--- config.mk ---
export PLATFORM = sky130hd
export DESIGN_NAME = analog_io_count_formatter
export DESIGN_NICKNAME = d
export VERILOG_FILES = /design/src/common/analog_io_pkg.sv /design/src/core/analog_io_count_formatter.sv /design/src/core/aout_clamp.sv /design/src/core/refresh_timer.sv
export VERILOG_INCLUDE_DIRS = /design/src /design/src/common
export SDC_FILE = /design/constraint.sdc
export NUM_CORES = 1
export LEC_CHECK = 0
export ABC_CLOCK_PERIOD_IN_PS = 8000
export BUFFER_PORTS_ARGS = -buffer_cell sky130_fd_sc_hd__buf_2
export CAP_MARGIN = 15
export CORE_MARGIN = 1
export CORE_UTILIZATION = 35
export CTS_BUF_LIST = sky130_fd_sc_hd__clkbuf_2
export CTS_CLUSTER_SIZE = 24
export DETAILED_ROUTE_END_ITERATION = 8
export GPL_TIMING_DRIVEN = 0
export HOLD_SLACK_MARGIN = 0.08
export PLACE_DENSITY = 0.59
export REMOVE_ABC_BUFFERS = 1
export SLEW_MARGIN = 10
export SYNTH_ARGS = -nofsm -noshare
export SYNTH_HDL_FRONTEND = slang
export SYNTH_SLANG_ARGS = --single-unit
--- constraint.sdc ---
create_clock -name mclk -period 8 [get_ports mclk]
set_input_delay 1.6 -clock mclk [delete_from_list [all_inputs] [get_ports mclk]]
set_output_delay 1.6 -clock mclk [all_outputs]
set_load 0.03 [all_outputs]
--- src/common/analog_io_count_formatter_params.svh ---
// Constants for the fixed analog channel count formatter
`ifndef ANALOG_IO_COUNT_FORMATTER_PARAMS_SVH
`define ANALOG_IO_COUNT_FORMATTER_PARAMS_SVH
// ****************************************************************
// Timing
// ****************************************************************
`define MCLK_HZ            50000000
`define CH_REFRESH_MS      50
`define SCAN_MS            200
`define REFRESH_CYCLES     (`CH_REFRESH_MS * (`MCLK_HZ / 1000))
`define REFRESH_CNT_W      22
// ****************************************************************
// Channel layout and reset values
// ****************************************************************
`define AIN_CHANNELS       4
`define AOUT_CHANNELS      2
`define STATUS_INDEX       4
`define STAT_WARN_BIT(ch)  (2 * (ch))
`define STAT_OOR_BIT(ch)   (2 * (ch) + 1)
`define WORD_RESET         16'h0000
`define CODE_RESET         12'h000
`define CODE_MAX           12'hFFF
// ****************************************************************
// Raw code thresholds, raw LSB is 20.48 V / 65536
// ****************************************************************
`define RAW_ZERO           18'sd0
`define RAW_MIN            (-18'sd32768)
`define RAW_MAX            18'sd32767
`define RAW_NEG_10V        (-18'sd32000)
`define RAW_POS_10V        18'sd32000
`define RAW_POS_9V995      18'sd31984
`define RAW_POS_9V9976     18'sd31992
`define RAW_0V52           18'sd1664
`define RAW_1V             18'sd3200
`define RAW_4V999          18'sd15997
`define RAW_5V             18'sd16000
`define RAW_5V12           18'sd16384
// ****************************************************************
// Scaling and saturation counts
// ****************************************************************
`define SCALE_U12          16'h20C5
`define SCALE_B12          16'h1063
`define SCALE_R12          16'h51EC
`define CNT_ZERO           16'h0000
`define CNT12_MAX          16'h0FFF
`define CNT15_OVER         16'h7FFF
`define CNT14_OVER         16'h3380
`define CNT16_OVER         16'hFFFF
`endif

--- src/common/analog_io_pkg.sv ---
// Types shared by the analog channel formatter blocks
`include "analog_io_count_formatter_params.svh"
package analog_io_pkg;
    // Range and resolution selection
    typedef enum logic [2:0] {
        range_unipolar10_12bit = 3'h0,
        range_1to5_12bit       = 3'h1,
        range_bipolar10_12bit  = 3'h2,
        range_unipolar10_15bit = 3'h3,
        range_1to5_14bit       = 3'h4,
        range_bipolar10_16bit  = 3'h5
    } range_e;
    // Formatted count with its channel flags
    typedef struct packed {
        logic [15:0] count;
        logic        warn;
        logic        oor;
    } fmt_s;
    // Conversion request towards the front end
    typedef struct packed {
        logic       req;
        logic [1:0] chan;
    } conv_req_s;
    // Conversion answer from the front end
    typedef struct packed {
        logic        valid;
        logic [15:0] raw;
    } conv_rsp_s;
endpackage : analog_io_pkg

--- src/core/analog_io_count_formatter.sv ---
// Fixed analog channel formatter: input scan, count scaling, outputs
`include "analog_io_count_formatter_params.svh"
module analog_io_count_formatter
    import analog_io_pkg::*;
#(
    parameter int unsigned REFRESH_CYCLES = `REFRESH_CYCLES
) (
    input  wire logic             mclk,
    input  wire logic             reset_n,
    input  wire range_e           range_sel,
    output conv_req_s             conv_req,
    input  wire conv_rsp_s        conv_rsp,
    output logic [4:0][15:0]      ain_image,
    output logic                  ain_upd,
    output logic [1:0]            ain_upd_chan,
    input  wire logic [1:0][15:0] aout_word,
    output logic [1:0][11:0]      aout_code
);
    // ****************************************************************
    // Scaling helper
    // ****************************************************************
    // Fixed point multiply avoids a divider; results saturate at 4095
    function automatic logic [15:0] sat_scale(input logic signed [17:0] d,
                                              input logic [15:0]        k);
        logic [33:0] prod;
        logic [17:0] q;
        prod = 34'(d[16:0]) * 34'(k);
        q    = prod[33:16];
        if (d < `RAW_ZERO) begin
            sat_scale = `CNT_ZERO;
        end else if (q > 18'(`CNT12_MAX)) begin
            sat_scale = `CNT12_MAX;
        end else begin
            sat_scale = {4'h0, q[11:0]};
        end
    endfunction : sat_scale

    // ****************************************************************
    // Sequencer state
    // ****************************************************************
    typedef enum logic [2:0] {
        seq_wait_tick = 3'b001,
        seq_request   = 3'b010,
        seq_convert   = 3'b100
    } seq_e;

    seq_e        state_ff;
    seq_e        nxt_state;
    logic [1:0]  chan_ff;
    logic        upd_ff;
    logic [1:0]  upd_chan_ff;
    logic [15:0] word_ff  [`AIN_CHANNELS];
    fmt_s        flags_ff [`AIN_CHANNELS];
    logic        tick;
    fmt_s        fmt;
    wire logic   capture = (state_ff == seq_convert) && conv_rsp.valid;
    wire logic   last_ch = (chan_ff == 2'(`AIN_CHANNELS - 1));

    // Per-channel refresh pacing
    refresh_timer #(
        .CYCLES (REFRESH_CYCLES)
    ) u_refresh (
        .mclk    (mclk),
        .reset_n (reset_n),
        .tick    (tick)
    );

    // ****************************************************************
    // Raw code per range
    // ****************************************************************
    logic signed [17:0] rs;
    logic signed [17:0] d_u12;
    logic signed [17:0] d_r12;
    logic signed [17:0] d_b12;
    logic signed [17:0] d_r14;
    fmt_s               f_u12;
    fmt_s               f_r12;
    fmt_s               f_b12;
    fmt_s               f_u15;
    fmt_s               f_r14;
    fmt_s               f_b16;

    // Raw code kept at full width, sign extended for the offsets
    assign rs    = {{2{conv_rsp.raw[15]}}, conv_rsp.raw};
    assign d_u12 = rs;
    assign d_r12 = rs - `RAW_1V;
    assign d_b12 = rs - `RAW_NEG_10V;
    assign d_r14 = rs - `RAW_1V;

    // Unipolar 12-bit; the converter saturates below 10.24 V, so its top code means over
    assign f_u12 = (rs < `RAW_ZERO)       ? {`CNT_ZERO, 1'b1, 1'b1} :
                   (rs == `RAW_MAX)       ? {`CNT12_MAX, 1'b0, 1'b1} :
                   (rs > `RAW_POS_9V9976) ? {`CNT12_MAX, 1'b1, 1'b0} :
                   {sat_scale(d_u12, `SCALE_U12), 2'b00};

    // 1 to 5 V, 12-bit
    assign f_r12 = (rs < `RAW_0V52)   ? {`CNT_ZERO, 1'b1, 1'b1} :
                   (rs < `RAW_1V)     ? {`CNT_ZERO, 1'b1, 1'b0} :
                   (rs >= `RAW_5V12)  ? {`CNT12_MAX, 1'b1, 1'b1} :
                   (rs > `RAW_4V999)  ? {`CNT12_MAX, 1'b1, 1'b0} :
                   {sat_scale(d_r12, `SCALE_R12), 2'b00};

    // Bipolar 12-bit
    assign f_b12 = (rs == `RAW_MIN)      ? {`CNT_ZERO, 1'b1, 1'b1} :
                   (rs < `RAW_NEG_10V)   ? {`CNT_ZERO, 1'b1, 1'b0} :
                   (rs == `RAW_MAX)      ? {`CNT12_MAX, 1'b1, 1'b1} :
                   (rs > `RAW_POS_9V995) ? {`CNT12_MAX, 1'b1, 1'b0} :
                   {sat_scale(d_b12, `SCALE_B12), 2'b00};

    // Unipolar 15-bit: count equals the raw code, negative codes read 0
    assign f_u15 = (rs < `RAW_ZERO)    ? {`CNT_ZERO, 1'b1, 1'b1} :
                   (rs == `RAW_MAX)    ? {`CNT15_OVER, 1'b1, 1'b1} :
                   (rs > `RAW_POS_10V) ? {conv_rsp.raw, 1'b1, 1'b0} :
                   {conv_rsp.raw, 2'b00};

    // 1 to 5 V, 14-bit: high band carries the out-of-range bit alone
    assign f_r14 = (rs < `RAW_0V52)  ? {`CNT_ZERO, 1'b1, 1'b1} :
                   (rs < `RAW_1V)    ? {`CNT_ZERO, 1'b1, 1'b0} :
                   (rs >= `RAW_5V12) ? {`CNT14_OVER, 1'b1, 1'b1} :
                   (rs > `RAW_5V)    ? {d_r14[15:0], 1'b0, 1'b1} :
                   {d_r14[15:0], 2'b00};

    // Bipolar 16-bit: offset binary, -10 V lands on 768
    assign f_b16 = (rs == `RAW_MIN)    ? {`CNT_ZERO, 1'b1, 1'b1} :
                   (rs < `RAW_NEG_10V) ? {~conv_rsp.raw[15], conv_rsp.raw[14:0], 1'b1, 1'b0} :
                   (rs == `RAW_MAX)    ? {`CNT16_OVER, 1'b0, 1'b1} :
                   (rs > `RAW_POS_10V) ? {~conv_rsp.raw[15], conv_rsp.raw[14:0], 1'b1, 1'b0} :
                   {~conv_rsp.raw[15], conv_rsp.raw[14:0], 2'b00};

    // Range selection; an unused code reads as the 12-bit unipolar range
    always_comb begin
        case (range_sel)
            range_unipolar10_12bit: fmt = f_u12;
            range_1to5_12bit:       fmt = f_r12;
            range_bipolar10_12bit:  fmt = f_b12;
            range_unipolar10_15bit: fmt = f_u15;
            range_1to5_14bit:       fmt = f_r14;
            range_bipolar10_16bit:  fmt = f_b16;
            default:                fmt = f_u12;
        endcase
    end

    // ****************************************************************
    // Scan sequencer
    // ****************************************************************
    // A tick that lands during a slow conversion is dropped, not queued
    always_comb begin
        case (state_ff)
            seq_wait_tick: nxt_state = tick ? seq_request : seq_wait_tick;
            seq_request:   nxt_state = seq_convert;
            seq_convert:   nxt_state = conv_rsp.valid ? seq_wait_tick : seq_convert;
            default:       nxt_state = seq_wait_tick;
        endcase
    end

    always_ff @(posedge mclk or negedge reset_n) begin
        if (!reset_n) begin
            state_ff    <= seq_wait_tick;
            chan_ff     <= 2'h0;
            upd_ff      <= 1'b0;
            upd_chan_ff <= 2'h0;
        end else begin
            state_ff    <= nxt_state;
            chan_ff     <= capture ? (last_ch ? 2'h0 : chan_ff + 2'h1) : chan_ff;
            upd_ff      <= capture;
            upd_chan_ff <= capture ? chan_ff : upd_chan_ff;
        end
    end

    assign conv_req.req  = (state_ff == seq_request);
    assign conv_req.chan = chan_ff;
    assign ain_upd       = upd_ff;
    assign ain_upd_chan  = upd_chan_ff;

    // ****************************************************************
    // Channel words and status word
    // ****************************************************************
    genvar g;
    generate
        for (g = 0; g < `AIN_CHANNELS; g++) begin : g_ain
            // Count and flags land in the same edge
            always_ff @(posedge mclk or negedge reset_n) begin
                if (!reset_n) begin
                    word_ff[g]  <= `WORD_RESET;
                    flags_ff[g] <= '0;
                end else if (capture && chan_ff == 2'(g)) begin
                    word_ff[g]  <= fmt.count;
                    flags_ff[g] <= fmt;
                end
            end
            assign ain_image[g]                        = word_ff[g];
            assign ain_image[`STATUS_INDEX][`STAT_WARN_BIT(g)] = flags_ff[g].warn;
            assign ain_image[`STATUS_INDEX][`STAT_OOR_BIT(g)]  = flags_ff[g].oor;
        end
        for (g = 0; g < `AOUT_CHANNELS; g++) begin : g_aout
            aout_clamp u_clamp (
                .mclk    (mclk),
                .reset_n (reset_n),
                .word    (aout_word[g]),
                .code    (aout_code[g])
            );
        end
    endgenerate
    assign ain_image[`STATUS_INDEX][15:8] = 8'h00;

    localparam logic [`REFRESH_CNT_W-1:0] GAP_EXP = `REFRESH_CNT_W'(REFRESH_CYCLES - 1);
    logic [`REFRESH_CNT_W-1:0] gap_ff;
    logic                      seen_ff;
    logic [1:0]                last_ch_ff;
    wire logic [15:0]          last_word = word_ff[last_ch_ff];
    wire logic                 last_warn = flags_ff[last_ch_ff].warn;
    wire logic                 last_oor  = flags_ff[last_ch_ff].oor;

    // Helper logic measuring the tick spacing
    always_ff @(posedge mclk or negedge reset_n) begin
        if (!reset_n) begin
            gap_ff     <= '0;
            seen_ff    <= 1'b0;
            last_ch_ff <= 2'h0;
        end else begin
            gap_ff     <= tick ? '0 : gap_ff + 1'b1;
            seen_ff    <= seen_ff | tick;
            last_ch_ff <= capture ? chan_ff : last_ch_ff;
        end
    end
endmodule : analog_io_count_formatter

--- src/core/aout_clamp.sv ---
// One analog output channel: clamps a data word to a 12-bit code
`include "analog_io_count_formatter_params.svh"
module aout_clamp
    import analog_io_pkg::*;
(
    input  wire logic        mclk,
    input  wire logic        reset_n,
    input  wire logic [15:0] word,
    output logic      [11:0] code
);
    // ****************************************************************
    // Clamp
    // ****************************************************************
    // Word is read as signed so a negative value pins to the low end
    logic [11:0] code_ff;
    wire logic   is_neg  = word[15];
    wire logic   is_high = (word[14:12] != 3'h0);
    wire logic [11:0] nxt_code = is_neg ? `CODE_RESET :
                                 is_high ? `CODE_MAX : word[11:0];

    always_ff @(posedge mclk or negedge reset_n) begin
        if (!reset_n) begin
            code_ff <= `CODE_RESET;
        end else begin
            code_ff <= nxt_code;
        end
    end
    assign code = code_ff;
endmodule : aout_clamp

--- src/core/refresh_timer.sv ---
// Free running per-channel refresh tick generator
`include "analog_io_count_formatter_params.svh"
module refresh_timer
    import analog_io_pkg::*;
#(
    parameter int unsigned CYCLES = `REFRESH_CYCLES
) (
    input  wire logic mclk,
    input  wire logic reset_n,
    output logic      tick
);
    // ****************************************************************
    // Down counter
    // ****************************************************************
    localparam logic [`REFRESH_CNT_W-1:0] RELOAD = `REFRESH_CNT_W'(CYCLES - 1);
    logic [`REFRESH_CNT_W-1:0] cnt_ff;
    logic                      tick_ff;
    wire logic                 at_zero = (cnt_ff == '0);

    // Reload on zero, so the tick period is exactly CYCLES edges
    always_ff @(posedge mclk or negedge reset_n) begin
        if (!reset_n) begin
            cnt_ff  <= '0;
            tick_ff <= 1'b0;
        end else begin
            cnt_ff  <= at_zero ? RELOAD : cnt_ff - 1'b1;
            tick_ff <= at_zero;
        end
    end
    assign tick = tick_ff;
endmodule : refresh_timer

# After elaboration in Yosys (flattened, before gate mapping)
# Index checks and enable logic that the tools add are counted.
[op_classes]
n_eq_ne = 13
mul = 3
n_reduce_logical = 9
add_sub_neg = 4
n_mux = 37
bitwise = 1
n_lt_le_gt_ge = 15
[op_table]
columns = ["op", "n"]
rows = [
  ["18-bit 2-to-1 mux", 19],
  ["12-bit 2-to-1 mux", 8],
  ["18-bit one-hot mux with 5 select lines", 1],
  ["17-bit by 13-bit multiplier with 30-bit output, second input constant", 2],
  ["16-bit greater-than comparator, second input constant", 3],
  ["17-bit by 1-bit < comparator with 1-bit output, second input constant", 2],
  ["16-bit == test, second input constant", 2],
  ["16-bit by 15-bit greater-than comparator with 1-bit output, second input constant", 2],
  ["17-bit by 14-bit multiplier with 31-bit output, second input constant", 1],
  ["22-bit zero test", 1],
  ["22-bit 2-to-1 mux", 1],
  ["22-bit by 1-bit subtractor with 22-bit output, second input constant", 1],
  ["16-bit by 13-bit subtractor with 17-bit output, second input constant", 1],
  ["16-bit by 16-bit subtractor with 17-bit output, second input constant", 1],
  ["16-bit >= comparator, second input constant", 1],
  ["16-bit by 12-bit greater-than comparator with 1-bit output, second input constant", 1],
  ["16-bit by 1-bit < comparator with 1-bit output, second input constant", 1],
  ["16-bit by 12-bit < comparator with 1-bit output, second input constant", 1],
  ["16-bit by 13-bit < comparator with 1-bit output, second input constant", 1],
  ["16-bit < comparator, second input constant", 1],
  ["16-bit 2-to-1 mux", 1],
  ["15-bit by 12-bit greater-than comparator with 1-bit output, second input constant", 1],
  ["14-bit by 12-bit greater-than comparator with 1-bit output, second input constant", 1],
  ["3-bit by 2-bit == test with 1-bit output, second input constant", 3],
  ["13 further kinds", 25],
]
[word_totals]
inputBits = 54
output_inout_bits = 110
ff_bits = 127
word_cells = 102

# Depth between registers and ports, before layout
# Gate-level depths: netlist (run 1).
[logic_depth]
depth_word = 10
mapped_depth = 28

# Hierarchy
# From an unflattened synthesis (run 1), not the netlist that was laid out.
[unflattened]
cells_unflattened = 1925
hier_area_um2 = 17057.6
[modules_own_cells]
columns = ["module", "seq_area_each_um2", "cells_per_inst", "area_per_inst_um2", "instances"]
rows = [
  ["analog_io_count_formatter", 2003.2, 1745, 15122.0, 1],
  ["refresh_timer", 575.6, 100, 1064.8, 1],
  ["aout_clamp", 300.3, 40, 435.4, 2],
]

# Worst setup path after synthesis (run 1)
# Ideal clock, no wire load.
[synth_path]
path_type = "input -> register"
from = "input conv_rsp[7] (netlist name)"
to = "register word_ff (netlist bit ain_image[34])"
arrival_ns = 8.461
n_path_buf = 2
path_slack_ns = -0.595
setup_time_ns = 0.134
stages = 28
cell_sequence = "clkbuf_1 inv_1 ha_1 nor2b_1 o21a_1 nor2_1 xnor2_1 inv_1 ha_1 inv_1 fa_1 inv_1 fa_1 fa_1 inv_1 fa_1 inv_1 ha_1 buf_4 and4_4 nand3_2 or3_1 o311a_1 or3b_1 a311o_1 o41a_4 a2111oi_4 a21oi_1"
[synth_via]
elab_chain_cells = 10
word_cells_on_any_way = 45
classes_between = "add/sub (2); mul (3); order compare (13); eq/ne (2); mux (25)"
[synth_rtl]
columns = ["element", "line", "rtl"]
rows = [
  ["from (decl)", "analog_io_count_formatter.sv:12", "input wire conv_rsp_s conv_rsp,"],
  ["16-bit by 13-bit subtractor with 17-bit output (no line) or 16-bit by 16-bit subtractor with 17-bit output (tied branches)", "n/a", ""],
  ["17-bit by 13-bit multiplier with 30-bit output", "analog_io_count_formatter.sv:27", "prod = 34'(d[16:0]) * 34'(k);"],
  ["16-bit by 12-bit greater-than comparator with 1-bit output or 14-bit by 12-bit greater-than comparator with 1-bit output (tied branches)", "analog_io_count_formatter.sv:31", "end else if (q > 18'(`CNT12_MAX)) begin"],
  ["12-bit 2-to-1 mux", "analog_io_count_formatter.sv:31", ""],
  ["16-bit 2-to-1 mux or 12-bit 2-to-1 mux (tied branches)", "analog_io_count_formatter.sv:29", "if (d < `RAW_ZERO) begin"],
  ["18-bit 2-to-1 mux, on equally long branches", "analog_io_count_formatter.sv:100, analog_io_count_formatter.sv:107", ""],
  ["18-bit 2-to-1 mux, on equally long branches", "analog_io_count_formatter.sv:99, analog_io_count_formatter.sv:106", ""],
  ["18-bit 2-to-1 mux, on equally long branches", "analog_io_count_formatter.sv:98, analog_io_count_formatter.sv:105", ""],
  ["18-bit 2-to-1 mux, on equally long branches", "analog_io_count_formatter.sv:97, analog_io_count_formatter.sv:104", ""],
  ["18-bit one-hot mux with 5 select lines (*)", "analog_io_count_formatter.sv:132", "case (range_sel)"],
  ["to (signal, indexed assignment)", "analog_io_count_formatter.sv:184", "word_ff[g] <= `WORD_RESET;"],
  ["to (signal, indexed assignment)", "analog_io_count_formatter.sv:187", "word_ff[g] <= fmt.count;"],
  ["to (decl)", "analog_io_count_formatter.sv:52", "logic [15:0] word_ff [`AIN_CHANNELS];"],
]
# Mark *: on every way between the ends. The rest lies on a longest branch, timed or not.
# A chain may end at the register's enable or synchronous reset.

# Final worst setup path (run 1)
[layout_path]
from = "input conv_rsp[9] (netlist name)"
to = "register word_ff (netlist bit ain_image[1])"
# Same word-level chain as after synthesis.

==> results.cfg, run 1 <==
[run_status]
status = completed

[finish]
drive_gt1_share_pct = 17.12
nFillCells = 4765
fin_util_pct = 40.72
layout.cells.non_filler = 2680
nets = 2551
multiInputGateArea_mm2 = 0.01261
syn2layout_area_growth_pct = 14.92
mostFrequentLayoutCell = inv_1
layout_common_cells = 345 x inv_1, 296 x ha_1, 156 x nor2_1
regArea_mm2 = 0.003179

[grt]
grt_overflow = 0
grt_pass1_vias = 14182
grt_pass1_wl_mm = 77.26
grt_usage_pct = 19.96
grt_max_degree = 71
grt_antenna_before_repair = 3

[place]
placedCellCount = 2605
numPortBuffers = 155
gp_congestion = 0.9323
post-place-ws_ps = -2529
hpwl_mm = 39.40

[die]
die_area_mm2 = 0.04911
placementRows = 80
fp.dieH_um = 221.6
initial_core_util_pct = 35.43
io_pins = 164
die_w_um = 221.6
core_area_mm2 = 0.04765

[worst_setup_path]
critPathRequiredTime_ps = 8560
crit_cells = 30
cp_max_fo = 12
setup.worst_path.start_class = input port
max_stage_delay_ps = 530
crit_type = input port to flop
crit_path_top_delay_cell = fa_1
critPathCaptureType = flop
cp_top_family = adder cells
critPathArrivalTime_ps = 8490
reg2reg_depth = 9
cp_num_buf_inv = 11

[power_and_ir_drop]
fin_total_pwr_uw = 7466
p_switching_uw = 4218
netSwitchingFraction_pct = 56.49
clkPwrFrac_pct = 5.2
vdd_drop_max_uv = 381.7
power.density_mw_per_mm2 = 384.8
p_leak_uw = 0.009986
seqPwrFrac_pct = 9.1
p_int_uw = 3248
p_comb_share_pct = 85.7

[clock_network]
numCtsBuffers = 17
cts_tree = done
htree_levels = 4
cts_buffer_depth = 2
clk_pin_slew_worst_paths_ps = 200
clk_latency_ps = 650
cts-root-buf = clkbuf_2
cts_sinks = 127

[yosys]
synth_area_mm2 = 0.01688
yosysSeqAreaShare_pct = 18.83
synth-edff-count = 0
post_synth_num_cell_types = 93
syn-instance-count = 1873
ys_ff_latch = 127
avgSynthCellArea_um2 = 9.013
async_reset_ff_share_pct = 100.0
ys_warn_count = 0
synthFlopType = dfrtp_1

[timing]
drv_slew = 0
setup_tns_ps = 0
clock_skew_ps = 30.70
fin_crit_sh_pct = 99.21
hold_violations = 0
worst_slew_pin_slew_ps = 1074
max_slew_margin_pct = 28.39
fmax_ghz = 0.1260
finalSetupViolCount = 0
period_needed_ps = 7937
finalWorstSetupSlack_ps = 63.46

[hold_path]
worst_hold_path_type = flop to flop
hold_depth = 1

[route]
drtIter0Drc = 957
wl_mm = 48.68
firstDrtPassIters = 5
vias_per_cell = 5.185
ant_nets = 0
routedWlPerCell_um = 18.16
drc = 0
vias = 13897

[flow_run]
cap_violations = 0
-- synthesized netlist by cell type, types with 4 or more instances --
master	count	area share [%]
o2111ai_1	5	0.26
nand2b_1	10	0.37
mux2_2	20	1.3
o21ai_0	67	2.0
o31a_1	4	0.21
o21bai_1	10	0.44
inv_1	359	8.0
a211oi_1	15	0.67
clkbuf_8	5	0.41
nor3b_1	5	0.22
clkbuf_1	24	0.53
a41oi_1	8	0.42
o211ai_1	12	0.53
nand2_1	95	2.1
fa_1	136	16
nor2_1	159	3.5
a211o_1	9	0.47
and3_1	7	0.26
o22ai_1	7	0.26
and2_1	9	0.33
buf_4	11	0.49
a21oi_1	108	3.2
nor4_1	12	0.44
buf_1	4	0.089
dfrtp_1	126	19
o21a_1	10	0.44
nor2b_1	15	0.56
nand3_1	27	0.80
a21o_1	28	1.2
or2_2	4	0.15
o31ai_1	5	0.22
nand4_1	21	0.78
or3_1	9	0.33
xnor2_1	59	3.1
xor2_1	19	0.99
o221ai_1	6	0.31
nor3_1	19	0.56
a311oi_1	4	0.21
nand3b_1	4	0.18
a31oi_1	27	1.0
o21ai_1	4	0.12
ha_1	312	23
-- power groups by stage --
| stage | registers (uW) | logic, uW | clock network, uW |
|---|---|---|---|
| floorplan | 745 | 3980 | 0 |
| global placement | 690 | 5620 | 0 |
| detailed placement | 691 | 5700 | 0 |
| CTS | 680 | 6110 | 400 |
| global route | 684 | 7020 | 432 |
| finish | 680 | 6400 | 389 |
-- layout make-up --
| class | count | area share (%) |
|---|---|---|
| repair buffers | 198 | 6.179 |
| well taps | 615 | 3.966 |
| multi-input cells | 1343 | 65.01 |
| clock buffers | 18 | 0.4644 |
| clock inverters | 14 | 0.7352 |
| diodes | 3 | 0.03870 |
| flip-flops and latches | 127 | 16.39 |
| inverters | 362 | 7.217 |
-- cell families (layout without fill, tap and decap cells) --
| group | count (synthesis) | after routing | share of synthesized area [%] |
|---|---|---|---|
| adders and majority gates | 449 | 449 | 39.31 |
| buffers and inverters | 410 | 592 | 9.769 |
| and+or+nand+nor | 417 | 417 | 12.04 |
| xor gates and xnor gates | 78 | 78 | 4.047 |
| muxes | 22 | 22 | 1.453 |
| AOI/OAI and AO/OA | 369 | 369 | 14.52 |
| DFF | 127 | 127 | 18.83 |
| other | 1 | 11 | 0.02221 |
-- worst register-to-register path, delay by kind of cell, from the launching register on --
family | cells | cell delay [ps]
and+or+nand+nor | 8 | 2700
xor gates and xnor gates | 1 | 170
DFF | 1 | 460
-- routing by layer --
layer  track usage (%)  share of wire, %  vias up
met1             26.15                44     6774
met3             3.088               5.4       68
met4             5.981               2.7        0
met5                 0                 0        -
li1                  -                 -     6656
met2             33.79                48      399
-- metrics by stage --
| step | hold slack [ps] | cell area (um2) |
|---|---|---|
| global route | 492.6 | 19400 |
| global placement | 442.9 | 18160 |
| finish | 475.0 | 19400 |
| detailed placement | 455.2 | 18210 |
| floorplan | 429.0 | 16620 |
| CTS | 478.4 | 19190 |
-- registers in the layout (all words and copies together), names as in the netlist --
name / cells
state_ff: 3
ain_image: 72
u_refresh.tick: 1
chan_ff: 2
ain_upd_chan: 2
ain_upd: 1
g_aout.u_clamp.code: 24
u_refresh.cnt_ff: 22
-- timing repair --
item                                    4_1_cts  5_1_grt
cloned                                        0        0
pin swaps                                    33       16
setup buffers                                34        6
hold buffers                                  0        0
endpoints found under the setup margin       48       48
gates resized for setup                      99       31
-- final timing paths --
| check | endpoint | from | slack, ps |
|---|---|---|---|
| setup / recovery | ain_image[1] | conv_rsp[9] | 60 |
| hold / removal | u_refresh.cnt_ff[0] | u_refresh.cnt_ff[0] | 470 |
| setup reg to reg | u_refresh.cnt_ff[19] | u_refresh.cnt_ff[3] | 4600 |
| hold reg to reg | u_refresh.cnt_ff[0] | u_refresh.cnt_ff[0] | 470 |
| max in group asynchronous | ain_image[35] | reset_n | 6380 |
| min in group asynchronous | ain_image[63] | reset_n | 880 |
(Power assumes the default switching activity.)
==> run 2: changes to the inputs <==
--- a/config.mk
+++ b/config.mk
@@ -21,4 +21,5 @@
 export SLEW_MARGIN = 10
 export SYNTH_ARGS = -nofsm -noshare
 export SYNTH_HDL_FRONTEND = slang
+export SYNTH_HIERARCHICAL = 1
 export SYNTH_SLANG_ARGS = --single-unit
==> run 2 against run 1 <==
  * Worst setup slack improved by 150 ps
  * Critical path depth shrank 4
  * Utilization fell by 0.85 points
  * Power shrank 0.91%
  * Via count rose by 2.1%
  * Non-clock buffer count fell by 24
==> results.cfg, run 2 <==
[run_status]
status = completed

[route]
vias_per_cell = 5.242
routedWlPerCell_um = 18.19
m1WireLength_mm = 22.86
wl_met2_mm = 22.96
dr_wl_met3_mm = 2.290
firstDrtPassIters = 7
vias = 14190
drtIter0Drc = 1190
dr.max_layer_used = met4
ant_nets = 0
wl_mm = 49.23
drc = 0

[yosys]
synth.largest_area_cell = ha_1
yosysSeqAreaShare_pct = 18.64
async_reset_ff_share_pct = 100.0
syn-instance-count = 1925
synth_top_area_share_pct = 22.89
synth-edff-count = 0
synthFlopType = dfrtp_1
post_synth_num_cell_types = 93
synth_area_mm2 = 0.01706
synth_common_cells = 362 x inv_1, 312 x ha_1, 156 x nor2_1
avgSynthCellArea_um2 = 8.861
ys_ff_latch = 127
netlist_top_cells_area = ha_1 23%, dfrtp_1 18%, fa_1 16%
ys_warn_count = 6
synth_most_common_cell = inv_1

[clock_network]
cts_hold_buf = 0
cts-root-buf = clkbuf_2
cts_buffer_depth = 2
clk_latency_ps = 730
htree_levels = 4
clk_pin_slew_worst_paths_ps = 220
cts_sinks = 127
numCtsBuffers = 17
cts_tree = done

[finish]
drive_gt1_share_pct = 14.02
layout_common_cells = 356 x inv_1, 310 x ha_1, 156 x nor2_1
largest_reg_flops = 72
fin_util_pct = 39.86
mostFrequentLayoutCell = inv_1
multiInputGateArea_mm2 = 0.01259
nets = 2579
regArea_mm2 = 0.003179
syn2layout_area_growth_pct = 12.05
nFillCells = 4803
layout.cells.non_filler = 2707

[worst_setup_path]
reg2reg_depth = 4
rr_endpoint = ain_image[68]
critPathRequiredTime_ps = 8600
setup.worst_path.start_class = input port
critPathCaptureType = flop
crit_type = input port to flop
cp_max_fo = 10
r2r_start = state_ff[1]
r2r_setup_slack_ps = 5520
critPathArrivalTime_ps = 8390

[timing]
fin_crit_sh_pct = 97.37
hold_violations = 0
clock_skew_ps = 33.43
max_slew_margin_pct = 37.88
period_needed_ps = 7790
fmax_ghz = 0.1284
finalSetupViolCount = 0
rsz0062_at_grt = false
worst_slew_pin_slew_ps = 926.3
finalWorstSetupSlack_ps = 210.3
drv_slew = 0

[place]
numPortBuffers = 155
hpwl_mm = 40.52
placedCellCount = 2656
gp_congestion = 0.9247
post-place-ws_ps = -2100

[grt]
grt_max_degree = 66
grt_pass1_wl_mm = 78.11
grt_usage_pct = 19.94
grt_antenna_before_repair = 1
grt_pass1_vias = 14327
grt_overflow = 0

[hold_path]
worst_hold_path_type = flop to flop
hold_depth = 2
holdPathEnd = ain_image[14]
min_from = ain_image[14]

[power_and_ir_drop]
vdd_drop_max_uv = 469.1
p_leak_uw = 0.009868
power.density_mw_per_mm2 = 387.0
fin_total_pwr_uw = 7398

[die]
placementRows = 80
die_w_um = 222.8
core_area_mm2 = 0.04795
io_pins = 164
fp.dieH_um = 222.8
die_area_mm2 = 0.04962
initial_core_util_pct = 35.58

[flow_run]
cap_violations = 0
[run 2: cell count changes in the layout (fill, tap and decap cells not counted), moves of 8 or more]
| cell | delta |
|---|---|
| a21oi_1 | +27 |
| buf_4 | -22 |
| ha_1 | +14 |
| ha_4 | -8 |
| inv_1 | +11 |
| nand2_1 | -8 |
| nand4_1 | +8 |
| nor2b_1 | -8 |
| nor3_1 | +15 |
| o21ai_0 | +34 |
[run 2: cell type report]
| cell class | instances | area share (%) |
|---|---|---|
| diodes | 2 | 0.02618 |
| clock buffers | 17 | 0.4451 |
| clock inverters | 15 | 0.7463 |
| inverters | 364 | 7.247 |
| multi-input cells | 1393 | 65.87 |
| flip-flops and latches | 127 | 16.63 |
| well taps | 615 | 4.026 |
| repair buffers | 174 | 5.001 |
[run 2: critical path, cell delays in order]
cell and delay, ps:
buf_4 210, clkinvlp_4 210, ha_1 280, a21boi_2 270
nand2b_4 240, o21a_2 220, o21ai_2 100, xnor2_2 160
buf_4 210, ha_1 320, ha_1 310, fa_1 480
inv_1 50, fa_1 500, fa_1 550, inv_1 40
ha_1 430, a21o_1 230, a21oi_1 150, o211ai_1 90
and3_1 200, or4_4 500, a21oi_4 250, nand2_4 200
o41ai_4 430, a21oi_1 130
[run 2: timing repair]
action / CTS / global route
endpoints found under the setup margin: 48 / 48
pin swaps: 2 / 11
buffers inserted: 9 / 8
resized for setup: 31 / 27
[run 2: layer usage]
layer,vias up,track usage [%]
li1,6821,-
met1,6900,27.59
met2,409,32.96
met3,60,2.208
met4,0,5.161
met5,-,0
[run 2: cells by family after synthesis]
family	Yosys count	share of synthesized area (%)
AO/OA/AOI/OAI	416	15.81
XOR/XNOR	77	4.078
adder cells (fa/ha/maj)	450	38.97
multiplexers	11	0.7262
other	1	0.02198
flip-flops	127	18.64
buffers and inverters	412	9.484
AND/OR/NAND/NOR	431	12.27
[run 2: per-stage QoR]
step                      setup TNS [ps]  hold slack (ps)  cell area [um2]
final                                  0            507.6            19110
after floorplan                    -4614            455.0            16830
after CTS                              0            513.5            18910
after global routing                   0            522.9            19110
after detailed placement          -93480            467.2            18420
after global placement            -93680            463.4            18380
[run 2: report_power, final]
part	switching, uW	internal (uW)
Sequential	11.2	665
Combinational	4100	2230
Clock	292	99.2
[run 2: worst max path at each step]
stage | start | to | slack [ps] | cells past startpoint
after floorplan | conv_rsp[8] | ain_image[11] | -160 | 26
after global placement | conv_rsp[8] | ain_image[42] | -2120 | 26
after detailed placement | conv_rsp[8] | ain_image[26] | -2100 | 26
after CTS | conv_rsp[8] | ain_image[35] | 20 | 28
after global routing | conv_rsp[7] | ain_image[1] | 5 | 27
final | conv_rsp[9] | ain_image[26] | 210 | 26
==> run 3: changes to the inputs <==
--- a/config.mk
+++ b/config.mk
@@ -11,7 +11,7 @@
 export CAP_MARGIN = 15
 export CORE_MARGIN = 1
 export CORE_UTILIZATION = 35
-export CTS_BUF_LIST = sky130_fd_sc_hd__clkbuf_2
+export CTS_BUF_LIST = sky130_fd_sc_hd__clkbuf_8
 export CTS_CLUSTER_SIZE = 24
 export DETAILED_ROUTE_END_ITERATION = 8
 export GPL_TIMING_DRIVEN = 0
==> run 3 against run 2 <==
  * Worst hold slack got worse by 24 ps
  * Non-clock buffer count rose by 22
  * Wire length up 0.76%
  * Critical path depth increased by 2
  * Global-route usage up 0.053 points
  * Largest cell class unchanged
  * Via count rose by 0.56%
  * Flip-flop and latch count stayed put
  * Fmax is 1.2% higher
  * Power up 9.9%
  * Sequential share of layout area decreased by 0.50 points
  * Clock skew shrank 20 ps
==> results.cfg, run 3 (synthesized netlist as in run 2, its figures left out) <==
[run_status]
status = completed

[worst_setup_path]
crit_cells = 28
max_stage_delay_ps = 550
crit_type = input port to flop
critPathCaptureType = flop
critPathArrivalTime_ps = 7990
crit_path_top_delay_cell = fa_1
setup.worst_path.start_class = input port
critPathRequiredTime_ps = 8300
cp_max_fo = 14
cp_top_family = adder cells
reg2reg_depth = 4
cp_num_buf_inv = 6

[clock_network]
cts_buffer_depth = 2
clk_latency_ps = 450
cts_tree = done
htree_levels = 4
cts-root-buf = clkbuf_8
numCtsBuffers = 17
cts_sinks = 127
clk_pin_slew_worst_paths_ps = 80

[place]
numPortBuffers = 155
gp_congestion = 0.9247
hpwl_mm = 40.52

[timing]
drv_slew = 0
worst_slew_pin_slew_ps = 996.7
finalSetupViolCount = 0
fmax_ghz = 0.1299
whs_ps = 483.4
clock_skew_ps = 13.64
setup_tns_ps = 0
max_slew_margin_pct = 33.15
hold_violations = 0
fin_crit_sh_pct = 96.22
period_needed_ps = 7697

[finish]
largest_reg_flops = 72
mostFrequentLayoutCell = inv_1
fin_util_pct = 41.11
antenna_cells = 0
nets = 2601
layout_common_cells = 353 x inv_1, 303 x ha_1, 153 x nor2_1
syn2layout_area_growth_pct = 15.54
drive_gt1_share_pct = 16.38

[power_and_ir_drop]
seqPwrFrac_pct = 8.3
p_comb_share_pct = 85.1
fin_total_pwr_uw = 8127
power.density_mw_per_mm2 = 412.4
p_switching_uw = 4685
vdd_drop_max_uv = 480.2
p_int_uw = 3443
clkPwrFrac_pct = 6.6
p_leak_uw = 0.01005
netSwitchingFraction_pct = 57.64

[grt]
grt_pass1_wl_mm = 78.15
grt_max_degree = 66
grt_usage_pct = 19.99
grt_overflow = 0
grt_antenna_before_repair = 2
grt_pass1_vias = 14470

[route]
drtIter0Drc = 1078
wl_mm = 49.60
vias_per_cell = 5.233
vias = 14270
ant_nets = 0
firstDrtPassIters = 5
drc = 0
routedWlPerCell_um = 18.19

[die]
core_area_mm2 = 0.04795
placementRows = 80
fp.dieH_um = 222.8
die_area_mm2 = 0.04962
die_w_um = 222.8
io_pins = 164
initial_core_util_pct = 35.58

[flow_run]
cap_violations = 0

[hold_path]
worst_hold_path_type = flop to flop
hold_depth = 2
run 3: cell count changes in the layout (fill, tap and decap cells not counted), moves of 4 or more:
| cell | delta |
|---|---|
| a21oi_1 | -4 |
| a21oi_2 | +4 |
| o21ai_0 | -4 |
| clkbuf_2 | -17 |
| xnor2_1 | -4 |
| ha_1 | -7 |
| ha_4 | +4 |
| clkbuf_8 | +17 |
| buf_4 | +18 |
run 3: worst paths after layout:
check	from	to	slack, ps
max in group asynchronous	reset_n	ain_image[26]	6140
hold reg to reg	ain_image[30]	ain_image[30]	480
min in group asynchronous	reset_n	u_refresh/cnt_ff[20]	1150
hold / removal	ain_image[30]	ain_image[30]	480
setup / recovery	conv_rsp[8]	ain_image[58]	300
setup reg to reg	state_ff[1]	ain_image[68]	5520
run 3: tightest hold or removal path: stages, from the launching register on:
cell     delay, ps
dfrtp_1        340
nand2_1         40
o21ai_0         60
run 3: what timing repair did:
action / CTS / global route
setup endpoints to repair: 48 / 48
hold buffers: 0 / 0
buffers inserted: 23 / 16
gates resized for setup: 48 / 65
pin swaps: 18 / 14
endpoints found under the hold margin: 0 / 0
run 3: layout make-up:
type,count,area (um2)
flip-flops and latches,127,3179
repair buffers,196,1152
clock buffers,17,234.0
fillers,4739,28240
inverters,364,1396
well taps,615,769.5
clock inverters,15,142.6
multi-input cells,1393,12830
run 3: stage by stage:
step           area, um2  std cells  setup slack [ps]
2_1_floorplan      16830       1884            -161.5
3_3_place_gp       18380       2654             -2119
3_5_place_dp       18420       2656             -2100
4_1_cts            19260       2711            0.8935
5_1_grt            19710       2727            -13.20
6_report           19710       2727             302.7
run 3: metal layers:
metal / track usage, % / vias to the layer above / wire (um)
met3: 3.002 / 70 / 2633
met1: 27.11 / 6891 / 22550
met5: 0 / - / 24
met2: 32.88 / 428 / 23140
met4: 5.717 / 4 / 1247
li1: - / 6877 / -
run 3: power groups by stage:
stage / Clock, uW / Sequential [uW] / Combinational (uW)
floorplan: 0 / 733 / 4220
global placement: 0 / 687 / 5960
detailed placement: 0 / 688 / 6000
CTS: 547 / 675 / 6310
global route: 570 / 677 / 7620
finish: 532 / 675 / 6920
